==> src/pkg/cltd_pkg.sv <==
/*
 * Shared constants and types of the control, literal and table decoder:
 * register offsets, status field positions, opcode fields and cycle counts.
 * Assumes a 32-bit AHB-Lite register bus and one 20 MHz clock.
 */
package cltd_pkg;

	// Register byte offsets.
	localparam logic [7:0] ADDR_INSTR = 8'h00;
	localparam logic [7:0] ADDR_STATUS = 8'h04;
	localparam logic [7:0] ADDR_WORK = 8'h08;
	localparam logic [7:0] ADDR_PC = 8'h0C;
	localparam logic [7:0] ADDR_STKTOP = 8'h10;
	localparam logic [7:0] ADDR_BANK = 8'h14;
	localparam logic [7:0] ADDR_FSR0 = 8'h18;
	localparam logic [7:0] ADDR_FSR2 = 8'h20;
	localparam logic [7:0] ADDR_TBLPTR = 8'h24;
	localparam logic [7:0] ADDR_TABLAT = 8'h28;
	localparam logic [7:0] ADDR_PROD = 8'h2C;
	localparam logic [7:0] ADDR_PORT = 8'h30;
	localparam logic [7:0] ADDR_TIMER = 8'h34;
	localparam logic [7:0] ADDR_CTRL = 8'h38;

	// Control register fields.
	localparam int CTRL_TBLWR_EN = 0;
	localparam int CTRL_PSC_ASSIGN = 1;
	localparam int CTRL_PSC_SEL = 2;
	localparam logic [4:0] CTRL_RESET = 5'h00;

	// Status register fields above the five flag bits.
	localparam int STAT_TO = 5;
	localparam int STAT_PDN = 6;
	localparam int STAT_IRQH = 7;
	localparam int STAT_IRQL = 8;
	localparam int STAT_BUSY = 9;
	localparam int STAT_PEND = 10;
	localparam int STAT_STANDBY = 11;
	localparam int STAT_CYC = 12;
	localparam int STAT_SP = 16;

	// Opcode fields.
	localparam logic [3:0] OP_CTRL = 4'hE;
	localparam logic [3:0] OP_SECOND = 4'hF;
	localparam logic [3:0] OP_LIT = 4'h0;
	localparam logic [3:0] SUB_JUMP = 4'hF;
	localparam logic [3:0] SUB_PTRLD = 4'hE;
	localparam logic [3:0] LIT_ADD = 4'hF;
	localparam logic [3:0] LIT_AND = 4'hB;
	localparam logic [3:0] LIT_OR = 4'h9;
	localparam logic [3:0] LIT_XOR = 4'hA;
	localparam logic [3:0] LIT_MOVE = 4'hE;
	localparam logic [3:0] LIT_MUL = 4'hD;
	localparam logic [3:0] LIT_RET = 4'hC;
	localparam logic [3:0] LIT_SUB = 4'h8;
	localparam logic [3:0] LIT_BANK = 4'h1;
	localparam logic [7:0] MISC_PUSH = 8'h05;
	localparam logic [7:0] MISC_POP = 8'h06;
	localparam logic [6:0] MISC_IRET = 7'h08;
	localparam logic [7:0] MISC_STANDBY = 8'h03;
	localparam logic [5:0] MISC_TABLE = 6'h02;

	// Branch condition codes.
	localparam logic [3:0] CC_Z = 4'h0;
	localparam logic [3:0] CC_NZ = 4'h1;
	localparam logic [3:0] CC_C = 4'h2;
	localparam logic [3:0] CC_NC = 4'h3;
	localparam logic [3:0] CC_OV = 4'h4;
	localparam logic [3:0] CC_NOV = 4'h5;
	localparam logic [3:0] CC_N = 4'h6;
	localparam logic [3:0] CC_NN = 4'h7;

	// Table pointer update modes.
	localparam logic [1:0] TP_NONE = 2'b00;
	localparam logic [1:0] TP_POSTINC = 2'b01;
	localparam logic [1:0] TP_POSTDEC = 2'b10;
	localparam logic [1:0] TP_PREINC = 2'b11;

	// Cycle counts.
	localparam logic [3:0] CYC_ONE = 4'd1;
	localparam logic [3:0] CYC_TWO = 4'd2;
	localparam logic [3:0] CYC_TBLWR = 4'd5;

	localparam int PC_W = 21;
	localparam int TBL_DEPTH = 16;
	localparam int TBL_AW = 4;

	typedef struct packed {
		logic n;
		logic ov;
		logic z;
		logic dc;
		logic c;
	} cltd_flags_t;

	typedef struct packed {
		logic wr;
		logic [7:0] addr;
	} cltd_aphase_t;

	typedef enum logic [1:0] {
		ST_IDLE = 2'b00,
		ST_EXTRA = 2'b01,
		ST_TABLE_READ = 2'b10
	} cltd_state_t;

endpackage : cltd_pkg

==> src/verilog/cltd_table_mem.sv <==
/*
 * Small table memory reached by table reads and writes.
 * Assumes one clock; read data appear one edge after the address.
 */
`timescale 1ns/100ps
`default_nettype none
module cltd_table_mem
(
	input wire logic hclk,
	input wire logic we,
	input wire logic [cltd_pkg::TBL_AW-1:0] addr,
	input wire logic [7:0] wdata,
	output logic [7:0] rdata
);
	import cltd_pkg::*;

	logic [7:0] mem_r [TBL_DEPTH];

	always_ff @(posedge hclk)
	begin
		if (we)
		begin
			mem_r[addr] <= wdata;
		end
		rdata <= mem_r[addr];
	end

endmodule : cltd_table_mem
`default_nettype wire

==> src/verilog/cltd_decoder.sv <==
/*
 * Control, literal and table instruction decoder with its working state,
 * reached over an AHB-Lite slave port. Writing the instruction register
 * issues one 16-bit word while idle. Assumes a single master and zero-wait answers.
 */
// Register access over AHB-Lite and the address map were left to the implementer.
`timescale 1ns/100ps
`default_nettype none
module cltd_decoder
(
	input wire logic hclk,
	input wire logic hresetn,
	input wire logic hsel,
	input wire logic [31:0] haddr,
	input wire logic [1:0] htrans,
	input wire logic hwrite,
	input wire logic [2:0] hsize,
	input wire logic [31:0] hwdata,
	input wire logic hready,
	output logic hreadyout,
	output logic [31:0] hrdata,
	output logic hresp,
	input wire logic [7:0] port_pins,
	output logic [7:0] port_latch,
	output logic standby
);
	import cltd_pkg::*;

	cltd_aphase_t aph_r;
	logic dph_r;
	logic [31:0] rd_mux;
	logic wr_go;
	logic [7:0] wr_addr;

	cltd_state_t state_r, state_nxt;
	logic [3:0] cnt_r, cnt_nxt;
	logic [3:0] cyc_r, cyc_nxt;
	cltd_flags_t flg_r, flg_nxt;
	logic [7:0] w_r, w_nxt;
	logic [PC_W-1:0] pc_r, pc_nxt;
	logic [PC_W-1:0] top_r, top_nxt;
	logic [4:0] sp_r, sp_nxt;
	logic [3:0] bank_r, bank_nxt;
	logic [11:0] fsr_r [3];
	logic [11:0] fsr_val;
	logic [1:0] fsr_sel;
	logic fsr_we;
	logic [15:0] tptr_r, tptr_nxt;
	logic [7:0] tlat_r, tlat_nxt;
	logic [15:0] prod_r, prod_nxt;
	logic to_r, to_nxt, pdn_r, pdn_nxt;
	logic irqh_r, irqh_nxt, irql_r, irql_nxt;
	logic stby_r, stby_nxt;
	logic pend_r, pend_nxt;
	logic [15:0] first_r, first_nxt;
	logic [4:0] ctrl_r;
	logic [7:0] tmr_r;
	logic [7:0] psc_r;
	logic [7:0] psc_mask;
	logic tmr_tick;
	logic [7:0] latch_r;
	logic mem_we;
	logic [7:0] mem_rdata;
	logic [TBL_AW-1:0] mem_addr;

	logic issue;
	logic [15:0] iw;
	logic [7:0] k;
	logic [PC_W-1:0] pc_inc;
	logic cond_true;
	logic [8:0] add_sum, sub_sum;
	logic [4:0] add_lo, sub_lo;
	logic [7:0] logic_res;
	logic [15:0] tp_use;

	// Bus address phase capture and data phase decode.
	wire aph_valid = hsel && htrans[1] && hready;
	assign wr_go = dph_r && aph_r.wr;
	assign wr_addr = aph_r.addr;
	assign hreadyout = 1'b1;
	assign hresp = 1'b0;
	assign hrdata = dph_r && !aph_r.wr ? rd_mux : 32'h0000_0000;
	assign port_latch = latch_r;
	assign standby = stby_r;

	wire sel_instr = wr_go && wr_addr == ADDR_INSTR;
	wire sel_work = wr_go && wr_addr == ADDR_WORK;
	wire sel_pc = wr_go && wr_addr == ADDR_PC;
	wire sel_top = wr_go && wr_addr == ADDR_STKTOP;
	wire sel_bank = wr_go && wr_addr == ADDR_BANK;
	wire sel_tptr = wr_go && wr_addr == ADDR_TBLPTR;
	wire sel_tlat = wr_go && wr_addr == ADDR_TABLAT;
	wire sel_port = wr_go && wr_addr == ADDR_PORT;
	wire sel_tmr = wr_go && wr_addr == ADDR_TIMER;
	wire sel_ctrl = wr_go && wr_addr == ADDR_CTRL;
	wire fsr_bus = wr_go && wr_addr >= ADDR_FSR0 && wr_addr <= ADDR_FSR2;
	wire [1:0] fsr_bus_idx = 2'(((wr_addr - ADDR_FSR0) >> 2));
	wire [1:0] fsr_rd_idx = 2'(((aph_r.addr - ADDR_FSR0) >> 2));

	// A word written while an instruction still runs is dropped.
	assign issue = sel_instr && state_r == ST_IDLE;
	assign iw = hwdata[15:0];
	assign k = iw[7:0];
	assign pc_inc = pc_r + PC_W'(2);

	always_comb
	begin
		case (aph_r.addr)
			ADDR_INSTR: rd_mux = {16'h0000, first_r};
			ADDR_STATUS: rd_mux = {11'h000, sp_r, cyc_r, stby_r, pend_r, state_r != ST_IDLE,
				irql_r, irqh_r, pdn_r, to_r, flg_r};
			ADDR_WORK: rd_mux = {24'h000000, w_r};
			ADDR_PC: rd_mux = {11'h000, pc_r};
			ADDR_STKTOP: rd_mux = {11'h000, top_r};
			ADDR_BANK: rd_mux = {28'h0000000, bank_r};
			ADDR_TBLPTR: rd_mux = {16'h0000, tptr_r};
			ADDR_TABLAT: rd_mux = {24'h000000, tlat_r};
			ADDR_PROD: rd_mux = {16'h0000, prod_r};
			ADDR_PORT: rd_mux = {24'h000000, port_pins};
			ADDR_TIMER: rd_mux = {24'h000000, tmr_r};
			ADDR_CTRL: rd_mux = {27'h0000000, ctrl_r};
			default: rd_mux = 32'h0000_0000;
		endcase
		if (aph_r.addr >= ADDR_FSR0 && aph_r.addr <= ADDR_FSR2)
		begin
			rd_mux = {20'h00000, fsr_r[fsr_rd_idx]};
		end
	end

	// Branch condition select.
	always_comb
	begin
		case (iw[11:8])
			CC_Z: cond_true = flg_r.z;
			CC_NZ: cond_true = !flg_r.z;
			CC_C: cond_true = flg_r.c;
			CC_NC: cond_true = !flg_r.c;
			CC_OV: cond_true = flg_r.ov;
			CC_NOV: cond_true = !flg_r.ov;
			CC_N: cond_true = flg_r.n;
			CC_NN: cond_true = !flg_r.n;
			default: cond_true = 1'b0;
		endcase
	end

	// Arithmetic for the literal group; subtraction is literal plus inverted W plus one.
	assign add_sum = {1'b0, w_r} + {1'b0, k};
	assign add_lo = {1'b0, w_r[3:0]} + {1'b0, k[3:0]};
	assign sub_sum = {1'b0, k} + {1'b0, ~w_r} + 9'h001;
	assign sub_lo = {1'b0, k[3:0]} + {1'b0, ~w_r[3:0]} + 5'h01;
	assign logic_res = iw[11:8] == LIT_AND ? (w_r & k) :
		iw[11:8] == LIT_OR ? (w_r | k) : (w_r ^ k);
	assign tp_use = iw[1:0] == TP_PREINC ? tptr_r + 16'h0001 : tptr_r;
	assign mem_addr = tp_use[TBL_AW-1:0];

	always_comb
	begin
		state_nxt = state_r;
		cnt_nxt = cnt_r;
		cyc_nxt = cyc_r;
		flg_nxt = flg_r;
		w_nxt = sel_work ? hwdata[7:0] : w_r;
		pc_nxt = sel_pc ? hwdata[PC_W-1:0] : pc_r;
		top_nxt = sel_top ? hwdata[PC_W-1:0] : top_r;
		sp_nxt = sp_r;
		bank_nxt = sel_bank ? hwdata[3:0] : bank_r;
		tptr_nxt = sel_tptr ? hwdata[15:0] : tptr_r;
		tlat_nxt = sel_tlat ? hwdata[7:0] : tlat_r;
		prod_nxt = prod_r;
		to_nxt = to_r;
		pdn_nxt = pdn_r;
		irqh_nxt = irqh_r;
		irql_nxt = irql_r;
		stby_nxt = stby_r;
		pend_nxt = pend_r;
		first_nxt = first_r;
		fsr_we = fsr_bus;
		fsr_sel = fsr_bus_idx;
		fsr_val = hwdata[11:0];
		mem_we = 1'b0;
		if (state_r == ST_TABLE_READ)
		begin
			tlat_nxt = mem_rdata;
		end
		if (state_r != ST_IDLE)
		begin
			cnt_nxt = cnt_r - 4'd1;
			if (cnt_r == 4'd1)
			begin
				state_nxt = ST_IDLE;
			end
			else
			begin
				state_nxt = ST_EXTRA;
			end
		end
		if (issue)
		begin
			first_nxt = iw;
			cyc_nxt = CYC_ONE;
			pc_nxt = pc_inc;
			stby_nxt = 1'b0;
			pend_nxt = 1'b0;
			if (pend_r && iw[15:12] == OP_SECOND)
			begin
				// Second word consumed by its first word; together two cycles.
				cyc_nxt = CYC_TWO;
				if (first_r[11:8] == SUB_JUMP)
				begin
					pc_nxt = {iw[11:0], first_r[7:0], 1'b0};
				end
				else
				begin
					fsr_we = first_r[5:4] != 2'b11;
					fsr_sel = first_r[5:4];
					fsr_val = {first_r[3:0], iw[7:0]};
				end
			end
			else if (iw[15:12] == OP_SECOND || iw == 16'h0000)
			begin
				cyc_nxt = CYC_ONE;
			end
			else if (iw[15:12] == OP_CTRL)
			begin
				if (iw[11] == 1'b0 && cond_true)
				begin
					pc_nxt = pc_inc + {{12{k[7]}}, k, 1'b0};
					cyc_nxt = CYC_TWO;
					state_nxt = ST_EXTRA;
					cnt_nxt = 4'd1;
				end
				else if (iw[11:8] == SUB_JUMP)
				begin
					pend_nxt = 1'b1;
				end
				else if (iw[11:8] == SUB_PTRLD && iw[7:6] == 2'b00)
				begin
					pend_nxt = 1'b1;
				end
			end
			else if (iw[15:12] == OP_LIT)
			begin
				case (iw[11:8])
					LIT_ADD:
					begin
						w_nxt = add_sum[7:0];
						flg_nxt = '{n: add_sum[7], ov: (w_r[7] == k[7]) && (add_sum[7] != w_r[7]),
							z: add_sum[7:0] == 8'h00, dc: add_lo[4], c: add_sum[8]};
					end
					LIT_SUB:
					begin
						w_nxt = sub_sum[7:0];
						flg_nxt = '{n: sub_sum[7], ov: (k[7] != w_r[7]) && (sub_sum[7] != k[7]),
							z: sub_sum[7:0] == 8'h00, dc: sub_lo[4], c: sub_sum[8]};
					end
					LIT_AND, LIT_OR, LIT_XOR:
					begin
						w_nxt = logic_res;
						flg_nxt.z = logic_res == 8'h00;
						flg_nxt.n = logic_res[7];
					end
					LIT_MOVE: w_nxt = k;
					LIT_MUL: prod_nxt = {8'h00, w_r} * {8'h00, k};
					LIT_RET:
					begin
						w_nxt = k;
						pc_nxt = top_r;
						sp_nxt = sp_r - 5'd1;
						cyc_nxt = CYC_TWO;
						state_nxt = ST_EXTRA;
						cnt_nxt = 4'd1;
					end
					LIT_BANK:
					begin
						if (iw[7:4] == 4'h0)
						begin
							bank_nxt = iw[3:0];
						end
					end
					4'h0:
					begin
						if (k == MISC_PUSH)
						begin
							top_nxt = pc_inc;
							sp_nxt = sp_r + 5'd1;
						end
						else if (k == MISC_POP)
						begin
							sp_nxt = sp_r - 5'd1;
						end
						else if (k[7:1] == MISC_IRET)
						begin
							pc_nxt = top_r;
							sp_nxt = sp_r - 5'd1;
							irqh_nxt = 1'b1;
							irql_nxt = 1'b1;
							cyc_nxt = CYC_TWO;
							state_nxt = ST_EXTRA;
							cnt_nxt = 4'd1;
						end
						else if (k == MISC_STANDBY)
						begin
							to_nxt = 1'b1;
							pdn_nxt = 1'b0;
							stby_nxt = 1'b1;
						end
						else if (k[7:2] == MISC_TABLE)
						begin
							cyc_nxt = CYC_TWO;
							state_nxt = ST_TABLE_READ;
							cnt_nxt = 4'd1;
						end
						else if (k[7:2] == (MISC_TABLE | 6'h01))
						begin
							mem_we = ctrl_r[CTRL_TBLWR_EN];
							cyc_nxt = ctrl_r[CTRL_TBLWR_EN] ? CYC_TBLWR : CYC_TWO;
							state_nxt = ST_EXTRA;
							cnt_nxt = cyc_nxt - 4'd1;
						end
						if (k[7:3] == 5'b00001)
						begin
							case (k[1:0])
								TP_NONE: tptr_nxt = tptr_r;
								TP_POSTINC: tptr_nxt = tptr_r + 16'h0001;
								TP_POSTDEC: tptr_nxt = tptr_r - 16'h0001;
								TP_PREINC: tptr_nxt = tp_use;
								default: tptr_nxt = tptr_r;
							endcase
						end
					end
					default: cyc_nxt = CYC_ONE;
				endcase
			end
		end
	end

	// Timer prescaler: tick once per 2^(sel+1) clocks when assigned, else every clock.
	assign psc_mask = 8'((9'h002 << ctrl_r[CTRL_PSC_SEL +: 3]) - 9'h001);
	assign tmr_tick = !ctrl_r[CTRL_PSC_ASSIGN] || &(psc_r | ~psc_mask);

	cltd_table_mem u_mem
	(
		.hclk(hclk),
		.we(mem_we),
		.addr(mem_addr),
		.wdata(tlat_r),
		.rdata(mem_rdata)
	);

	genvar gi;
	generate
		for (gi = 0; gi < 3; gi++)
		begin : g_fsr
			always_ff @(posedge hclk or negedge hresetn)
			begin
				if (!hresetn)
					fsr_r[gi] <= 12'h000;
				else if (fsr_we && fsr_sel == 2'(gi))
					fsr_r[gi] <= fsr_val;
			end
		end
	endgenerate

	always_ff @(posedge hclk or negedge hresetn)
	begin
		if (!hresetn)
		begin
			aph_r <= '0;
			dph_r <= 1'b0;
		end
		else if (hready)
		begin
			aph_r <= '{wr: hwrite, addr: haddr[7:0]};
			dph_r <= aph_valid;
		end
	end

	always_ff @(posedge hclk or negedge hresetn)
	begin
		if (!hresetn)
		begin
			state_r <= ST_IDLE;
			{cnt_r, cyc_r, flg_r, w_r, pc_r, top_r, sp_r, bank_r} <= '0;
			{tptr_r, tlat_r, prod_r, first_r} <= '0;
			{to_r, pdn_r} <= 2'b11;
			{irqh_r, irql_r, stby_r, pend_r} <= 4'h0;
		end
		else
		begin
			state_r <= state_nxt;
			{cnt_r, cyc_r, flg_r, w_r, pc_r, top_r, sp_r, bank_r} <=
				{cnt_nxt, cyc_nxt, flg_nxt, w_nxt, pc_nxt, top_nxt, sp_nxt, bank_nxt};
			{tptr_r, tlat_r, prod_r, first_r} <= {tptr_nxt, tlat_nxt, prod_nxt, first_nxt};
			{to_r, pdn_r} <= {to_nxt, pdn_nxt};
			{irqh_r, irql_r, stby_r, pend_r} <= {irqh_nxt, irql_nxt, stby_nxt, pend_nxt};
		end
	end

	always_ff @(posedge hclk or negedge hresetn)
	begin
		if (!hresetn)
		begin
			ctrl_r <= CTRL_RESET;
			{tmr_r, psc_r, latch_r} <= '0;
		end
		else
		begin
			ctrl_r <= sel_ctrl ? hwdata[4:0] : ctrl_r;
			latch_r <= sel_port ? hwdata[7:0] : latch_r;
			if (sel_tmr)
			begin
				tmr_r <= hwdata[7:0];
				psc_r <= ctrl_r[CTRL_PSC_ASSIGN] ? 8'h00 : psc_r + 8'h01;
			end
			else
			begin
				tmr_r <= tmr_tick ? tmr_r + 8'h01 : tmr_r;
				psc_r <= psc_r + 8'h01;
			end
		end
	end

endmodule : cltd_decoder
`default_nettype wire

==> config.mk <==
export PLATFORM = sky130hd
export DESIGN_NAME = cltd_decoder
export DESIGN_NICKNAME = d
export VERILOG_FILES = /design/src/pkg/cltd_pkg.sv /design/src/verilog/cltd_table_mem.sv /design/src/verilog/cltd_decoder.sv
export SDC_FILE = /design/constraint.sdc
export NUM_CORES = 1
export LEC_CHECK = 0
export ABC_AREA = 0
export BUFFER_PORTS_ARGS = -buffer_cell sky130_fd_sc_hd__buf_2
export CAP_MARGIN = 5
export CORE_MARGIN = 2
export CORE_UTILIZATION = 62
export DETAILED_ROUTE_END_ITERATION = 7
export PLACE_DENSITY = 0.81
export SYNTH_ARGS = -nofsm -noshare
export SYNTH_HDL_FRONTEND = slang
export SYNTH_HIERARCHICAL = 1
export SYNTH_SLANG_ARGS = --single-unit
==> constraint.sdc <==
create_clock -name hclk -period 6 [get_ports hclk]
set_clock_uncertainty 0.2 [all_clocks]
set_input_delay 1.2 -clock hclk [delete_from_list [all_inputs] [get_ports hclk]]
set_output_delay 1.2 -clock hclk [all_outputs]
set_load 0.005 [all_outputs]
Word-level counts from Yosys, hierarchy flattened
Memory sizes are Yosys's and may differ from the RTL's. A register that Yosys moved wholly into a read port is not among the register bits.
Index checks and enable logic that the tools add are counted.
{"block": "op_classes", "addsub": 18, "mul": 1, "n_lt_le_gt_ge": 3, "n_eq_ne": 50, "shifts": 1, "muxes": 148, "bitwise": 15, "reduce_logical": 62}
{"cell": "2-to-1 mux 21 bit", "count": 19}
{"cell": "one-hot mux 21 bit (12 select lines)", "count": 1}
{"cell": "2-to-1 mux 16 bit", "count": 9}
{"cell": "2-to-1 mux 8 bit", "count": 14}
{"cell": "2-to-1 mux 4 bit", "count": 24}
{"cell": "2-to-1 mux 32 bit", "count": 2}
{"cell": "2-to-1 mux 12 bit", "count": 5}
{"cell": "equality test 8 x 6 -> 1 bit (second input constant)", "count": 6}
{"cell": "one-hot mux 16 bit (3 select lines)", "count": 1}
{"cell": "equality test 4 bit (second input constant)", "count": 11}
{"cell": "one-hot mux 21 bit (2 select lines)", "count": 1}
{"cell": "2-to-1 mux 2 bit", "count": 17}
{"cell": "2-to-1 mux 1 bit", "count": 33}
{"cell": "logical NOT 8 bit", "count": 4}
{"cell": "one-hot mux 8 bit (4 select lines)", "count": 1}
{"cell": "logical AND 1 bit", "count": 26}
{"cell": "binary-select mux 12 bit (select 2 bit)", "count": 1}
{"cell": "equality test 8 x 3 -> 1 bit (second input constant)", "count": 3}
{"cell": "2-to-1 mux 3 bit", "count": 8}
{"cell": "adder 21 x 2 -> 21 bit (second input constant)", "count": 1}
{"cell": "adder 21 bit", "count": 1}
{"cell": "adder 8 x 8 -> 9 bit", "count": 2}
{"cell": "AND reduction 6 bit", "count": 3}
{"cell": "adder 16 x 1 -> 16 bit (second input constant)", "count": 1}
{"cell": "59 further kinds", "count": 104}
{"block": "word_totals", "regBits": 209, "ram_bits": 128, "input_bits": 82, "output_inout_bits": 43, "wordCells": 330, "n_memories": 1}
{"memory": "u_mem.mem_r", "words": 16, "word_bits": 8, "read_ports": 1, "rd_clocked_by_memory_dff": 1, "write_ports": 1, "line_no": "cltd_table_mem.sv:17", "source": "logic [7:0] mem_r [TBL_DEPTH];"}

Logic depth before layout (Yosys ltp)
{"block": "logic_depth", "word_depth": 15, "mapped_depth": 20, "ltp_nobuf": 18}

Modules after synthesis
The synthesis kept the hierarchy.
{"mod": "cltd_decoder", "instances": 1, "cells_each": 1932, "area_per_inst_um2": 16315.6, "seq_area_each_um2": 5206.2}
{"mod": "cltd_table_mem", "instances": 1, "cells_each": 230, "area_per_inst_um2": 5067.4, "seq_area_each_um2": 4003.8}

Least setup slack after synthesis
Ideal clock, no wire load.
{"block": "synth_path", "path_kind": "input -> register", "startpoint": "input hwdata[2]", "endpoint": "register prod_r[15]", "setup_time_ns": 0.125, "arrival_time_ns": 5.374, "required_ns": 5.675, "path_slack_ns": 0.301, "cell_stages": 18, "path_buffers": 2, "cell_sequence": "clkbuf_1 > inv_1 > buf_1 > nor2_1 > fa_1 > fa_1 > fa_1 > inv_1 > fa_1 > inv_1 > ha_1 > or2_2 > a21oi_1 > a21oi_1 > a41oi_1 > a21oi_1 > xnor2_1 > mux2_2"}
{"block": "synth_between", "elab_chain_len": 4, "elab_cells_between_ends": 5, "classes_between": "1 x mul; 1 x bitwise; 3 x reduce/logical"}
{"item": "from (decl)", "line_no": "cltd_decoder.sv:18", "source": "input wire logic [31:0] hwdata,"}
{"item": "parallel branches: the longest is 4 deep, another holds multiplier 8 x 8 -> 16 bit"}
{"item": "to (signal assigned)", "line_no": "cltd_decoder.sv:393", "source": "{tptr_r, tlat_r, prod_r, first_r} <= {tptr_nxt, tlat_nxt, prod_nxt, first_nxt};"}
{"item": "to (decl)", "line_no": "cltd_decoder.sv:50", "source": "logic [15:0] prod_r, prod_nxt;"}
Several ways; the timed one is not identified.
A chain may end at the register's enable or synchronous reset.

Worst setup path after layout
{"block": "layout_path", "startpoint": "register aph_r, in the netlist wr_addr[2]", "endpoint": "output hrdata[11]"}
{"block": "layout_between", "elab_chain_len": 7, "elab_cells_between_ends": 23, "classes_between": "1 x add/sub; 2 x order compare; 11 x eq/ne; 6 x mux; 1 x bitwise; 2 x reduce/logical"}
{"item": "from (decl)", "line_no": "cltd_decoder.sv:29", "source": "cltd_aphase_t aph_r;"}
{"item": "from (signal assigned)", "line_no": "cltd_decoder.sv:373", "source": "aph_r <= '{wr: hwrite, addr: haddr[7:0]};"}
{"item": "subtractor 4 bit", "line_no": "cltd_decoder.sv:98", "source": "wire [1:0] fsr_rd_idx = 2'(((aph_r.addr - ADDR_FSR0) >> 2));"}
{"item": "inverter 2 -> 3 bit (not written as such)", "line_no": "cltd_decoder.sv:126", "source": "rd_mux = {20'h00000, fsr_r[fsr_rd_idx]};"}
{"item": "binary-select mux 12 bit (select 2 bit)", "line_no": "cltd_decoder.sv:126"}
{"item": "2-to-1 mux 12 bit (not written as such) (2 in a row)", "line_no": "cltd_decoder.sv:126"}
{"item": "2-to-1 mux 32 bit *", "line_no": "cltd_decoder.sv:124", "source": "if (aph_r.addr >= ADDR_FSR0 && aph_r.addr <= ADDR_FSR2)"}
{"item": "2-to-1 mux 32 bit *", "line_no": "cltd_decoder.sv:82", "source": "assign hrdata = dph_r && !aph_r.wr ? rd_mux : 32'h0000_0000;"}
{"item": "to (decl)", "line_no": "cltd_decoder.sv:21", "source": "output logic [31:0] hrdata,"}
Every way passes the cells marked *; elsewhere a longest branch is shown, timed or not. The select of a mux whose other input is x is not followed.

==> impl_metrics.ini <==
[outcome]
outcome = finished with violations
failed_checks = DRC

[global_routing]
grtUsageTotal_pct = 38.8
grt_pass1_vias = 18000
grt_max_degree = 120
grt_overflow = 0
grt_pass1_wl_um = 106000
antenna_found_initial = 2

[route]
viasPerCell = 6.74
first_iter_violations = 2321
wl_per_cell_um = 25.7
detail_route.drc_violations = 19
ant_nets = 0
firstDrtPassIters = 8
vias = 18200
routed_wl_um = 69300

[floorplan]
start_util_pct = 62.4
rows = 68
core_um2 = 34300
pin_count = 125
fp.dieH_um = 190
die_w_um = 190
dieArea_um2 = 36000

[clock_tree]
numCtsBuffers = 39
cts_resized = 0
clock-sinks = 344
insertion_delay_ns = 0.56
clk_pin_slew_ns = 0.06
tritoncts = done
htree_levels = 2
clockBufferDepth = 3
hold_buffers = 0
clockRootBuffer = clkbuf_16
postCtsSetupBuffers = 0

[synthesis]
synth_edf_count = 128
synth_top_area_share_pct = 24.2
ys_warn_count = 6
synth_seq_cells = 344
seq_area_frac_synth_pct = 43.1
async_flop_share_pct = 60.5
synth_area_leaders = dfrtp_1 (24%), edfxtp_1 (18%), ha_1 (5.4%), nor2_1 (4.1%), nand2_1 (3.9%)
avgSynthCellArea_um2 = 9.89
synth_ff_type = dfrtp_1
synthesis.area_um2 = 21400
yosysUniqueCellTypes = 93
yosysTopAreaCell = dfrtp_1
netlist_instances = 2162

[timing]
min_period_over_period_pct = 87.0
hold_viol = 0
tns_ns = 0
layout_min_cycle_time_ns = 5.22
max_freq_ghz = 0.192
relSlewSlack_pct = 25.8
rsz0062_at_grt = no
setup_viol = 0
tightest_slew_ns = 1.10
maxSlewViolCount = 0

[setup_path]
critPathMaxStageDelay_ns = 0.86
path_common_cell = buf_4
worst-path-buf-inv = 3
path_delay_family = simple AND/OR/NAND/NOR gates
cp_slowest_cell = nor2_1
cp_data_required_time_ns = 4.60
worstPathMaxFanout = 23
arrival_ns = 3.82
start_kind = flop
crit_type = reg -> out
path_cells = buf_4 -> or4_1 -> nor2_1 -> buf_4 -> a22o_1 -> a221oi_1 -> a31oi_1 -> buf_2
end_kind = output pin

[cells_and_area]
syn2layout_area_growth_pct = 10.2
most-common-layout-cells = nor2_1 (236), nand2_1 (223), dfrtp_1 (207)
final_common_cell = nor2_1
final-seq-area_um2 = 9210
multi_input_area_um2 = 11300
drive_gt1_share_pct = 12.8
nets = 2425
final.fill_count = 2571

[worst_hold_path]
hold_path_class = reg -> reg

[pwr]
p_leak_nw = 9.81
ir_drop_v = 0.000271
finalPower_w = 0.00658
p_per_area_nw_per_um2 = 279

[flow_run]
max_cap_viol_count = 0

[placed_design]
dpl.hpwl_um = 48800
routabilityCongestion = 1.02
io_buffers = 72
[final cells by class]
cell class,instances,area share [%]
Tap cell,455,2.42
Clock inverter,20,0.977
Multi-Input combinational cell,1602,47.9
Clock buffer,52,4.70
Sequential cell,344,39.1
Inverter,99,1.58
Timing Repair Buffer,126,3.34
Antenna cell,1,0.0106
[stage by stage]
| stage | hold slack, ns | cell area, um2 | instances | setup slack [ns] | util, % |
|---|---|---|---|---|---|
| after detailed placement | 0.238 | 22200 | 2626 | 0.309 | 64.8 |
| final | 0.246 | 23600 | 2699 | 0.781 | 68.7 |
| after global placement | 0.225 | 22200 | 2626 | 0.366 | 64.8 |
| after floorplan | 0.210 | 21400 | 2173 | 0.301 | - |
| after global routing | 0.289 | 23600 | 2698 | 0.592 | 68.7 |
| after CTS | 0.252 | 23600 | 2698 | 0.791 | 68.7 |
[state kept, by name, summed over array words and instances, names as in the netlist, 4 cells and up]
signal / count
bank_r: 4
top_r: 21
cnt_r: 4
prod_r: 16
u_mem/mem_r: 128
tlat_r: 8
psc_r: 8
fsr_r: 36
tmr_r: 8
wr_addr: 8
flg_r: 5
pc_r: 21
sp_r: 5
ctrl_r: 5
first_r: 16
w_r: 8
u_mem/rdata: 8
tptr_r: 16
port_latch: 8
[cell usage after synthesis, drive strengths merged, types with 10 or more instances]
cell type / number
nand2b: 12
a31oi: 22
o21a: 10
mux2: 36
fa: 39
o21bai: 10
a221oi: 23
a222oi: 26
xnor2: 44
edfxtp: 128
a211oi: 15
a22oi: 51
mux4: 33
xor2: 40
a21o: 12
nand3: 52
nor4: 22
o22ai: 13
ha: 92
inv: 96
clkbuf: 86
nor2: 240
nor2b: 12
a21oi: 130
nand2: 224
o211ai: 12
nor3: 41
o21ai: 152
buf: 42
nand4: 12
and2: 15
dfrtp: 207
and3: 19
mux2i: 57
[cell families after synthesis]
family                   share of synthesized area, %
AO/OA/AOI/OAI                                    17.0
XOR/XNOR                                         3.44
adder cells (fa/ha/maj)                          9.03
buffers and inverters                            4.40
flip-flops                                       43.1
multiplexers                                     8.15
other                                          0.0351
AND/OR/NAND/NOR                                  14.9
[final timing paths]
| path | start | end | slack (ns) | cells past startpoint |
|---|---|---|---|---|
| worst max-delay path | wr_addr[2] | hrdata[11] | 0.78 | 8 |
| worst min-delay path | u_mem/rdata[3] | tlat_r[3] | 0.25 | 2 |
| worst max register to register | w_r[5] | prod_r[15] | 0.97 | 16 |
| worst min register to register | u_mem/rdata[3] | tlat_r[3] | 0.25 | 2 |
| max in group asynchronous | hresetn | tptr_r[10] | 4.03 | 2 |
| min in group asynchronous | hresetn | prod_r[8] | 0.47 | 1 |
[per-layer routing]
layer / wire (um) / track usage (%) / vias up
met5: 13 / 0 / -
met4: 3650 / 17.5 / 2
met3: 7310 / 9.02 / 243
met2: 32400 / 63.0 / 1123
met1: 25900 / 49.9 / 8823
li1: - / - / 7994
[power breakdown]
group | leakage [nW] | internal, W | switching (W)
Sequential | 3.48 | 0.00255 | 0.000168
Combinational | 5.68 | 0.000543 | 0.000826
Clock | 0.651 | 0.00145 | 0.00104
Total | 9.81 | 0.00455 | 0.00204
[tightest hold or removal path, cell delays in order (launching register included)]
cell     delay, ns
dfxtp_1       0.31
nand2_1       0.04
o21ai_0       0.06
Power figures use the tool's default switching activity.
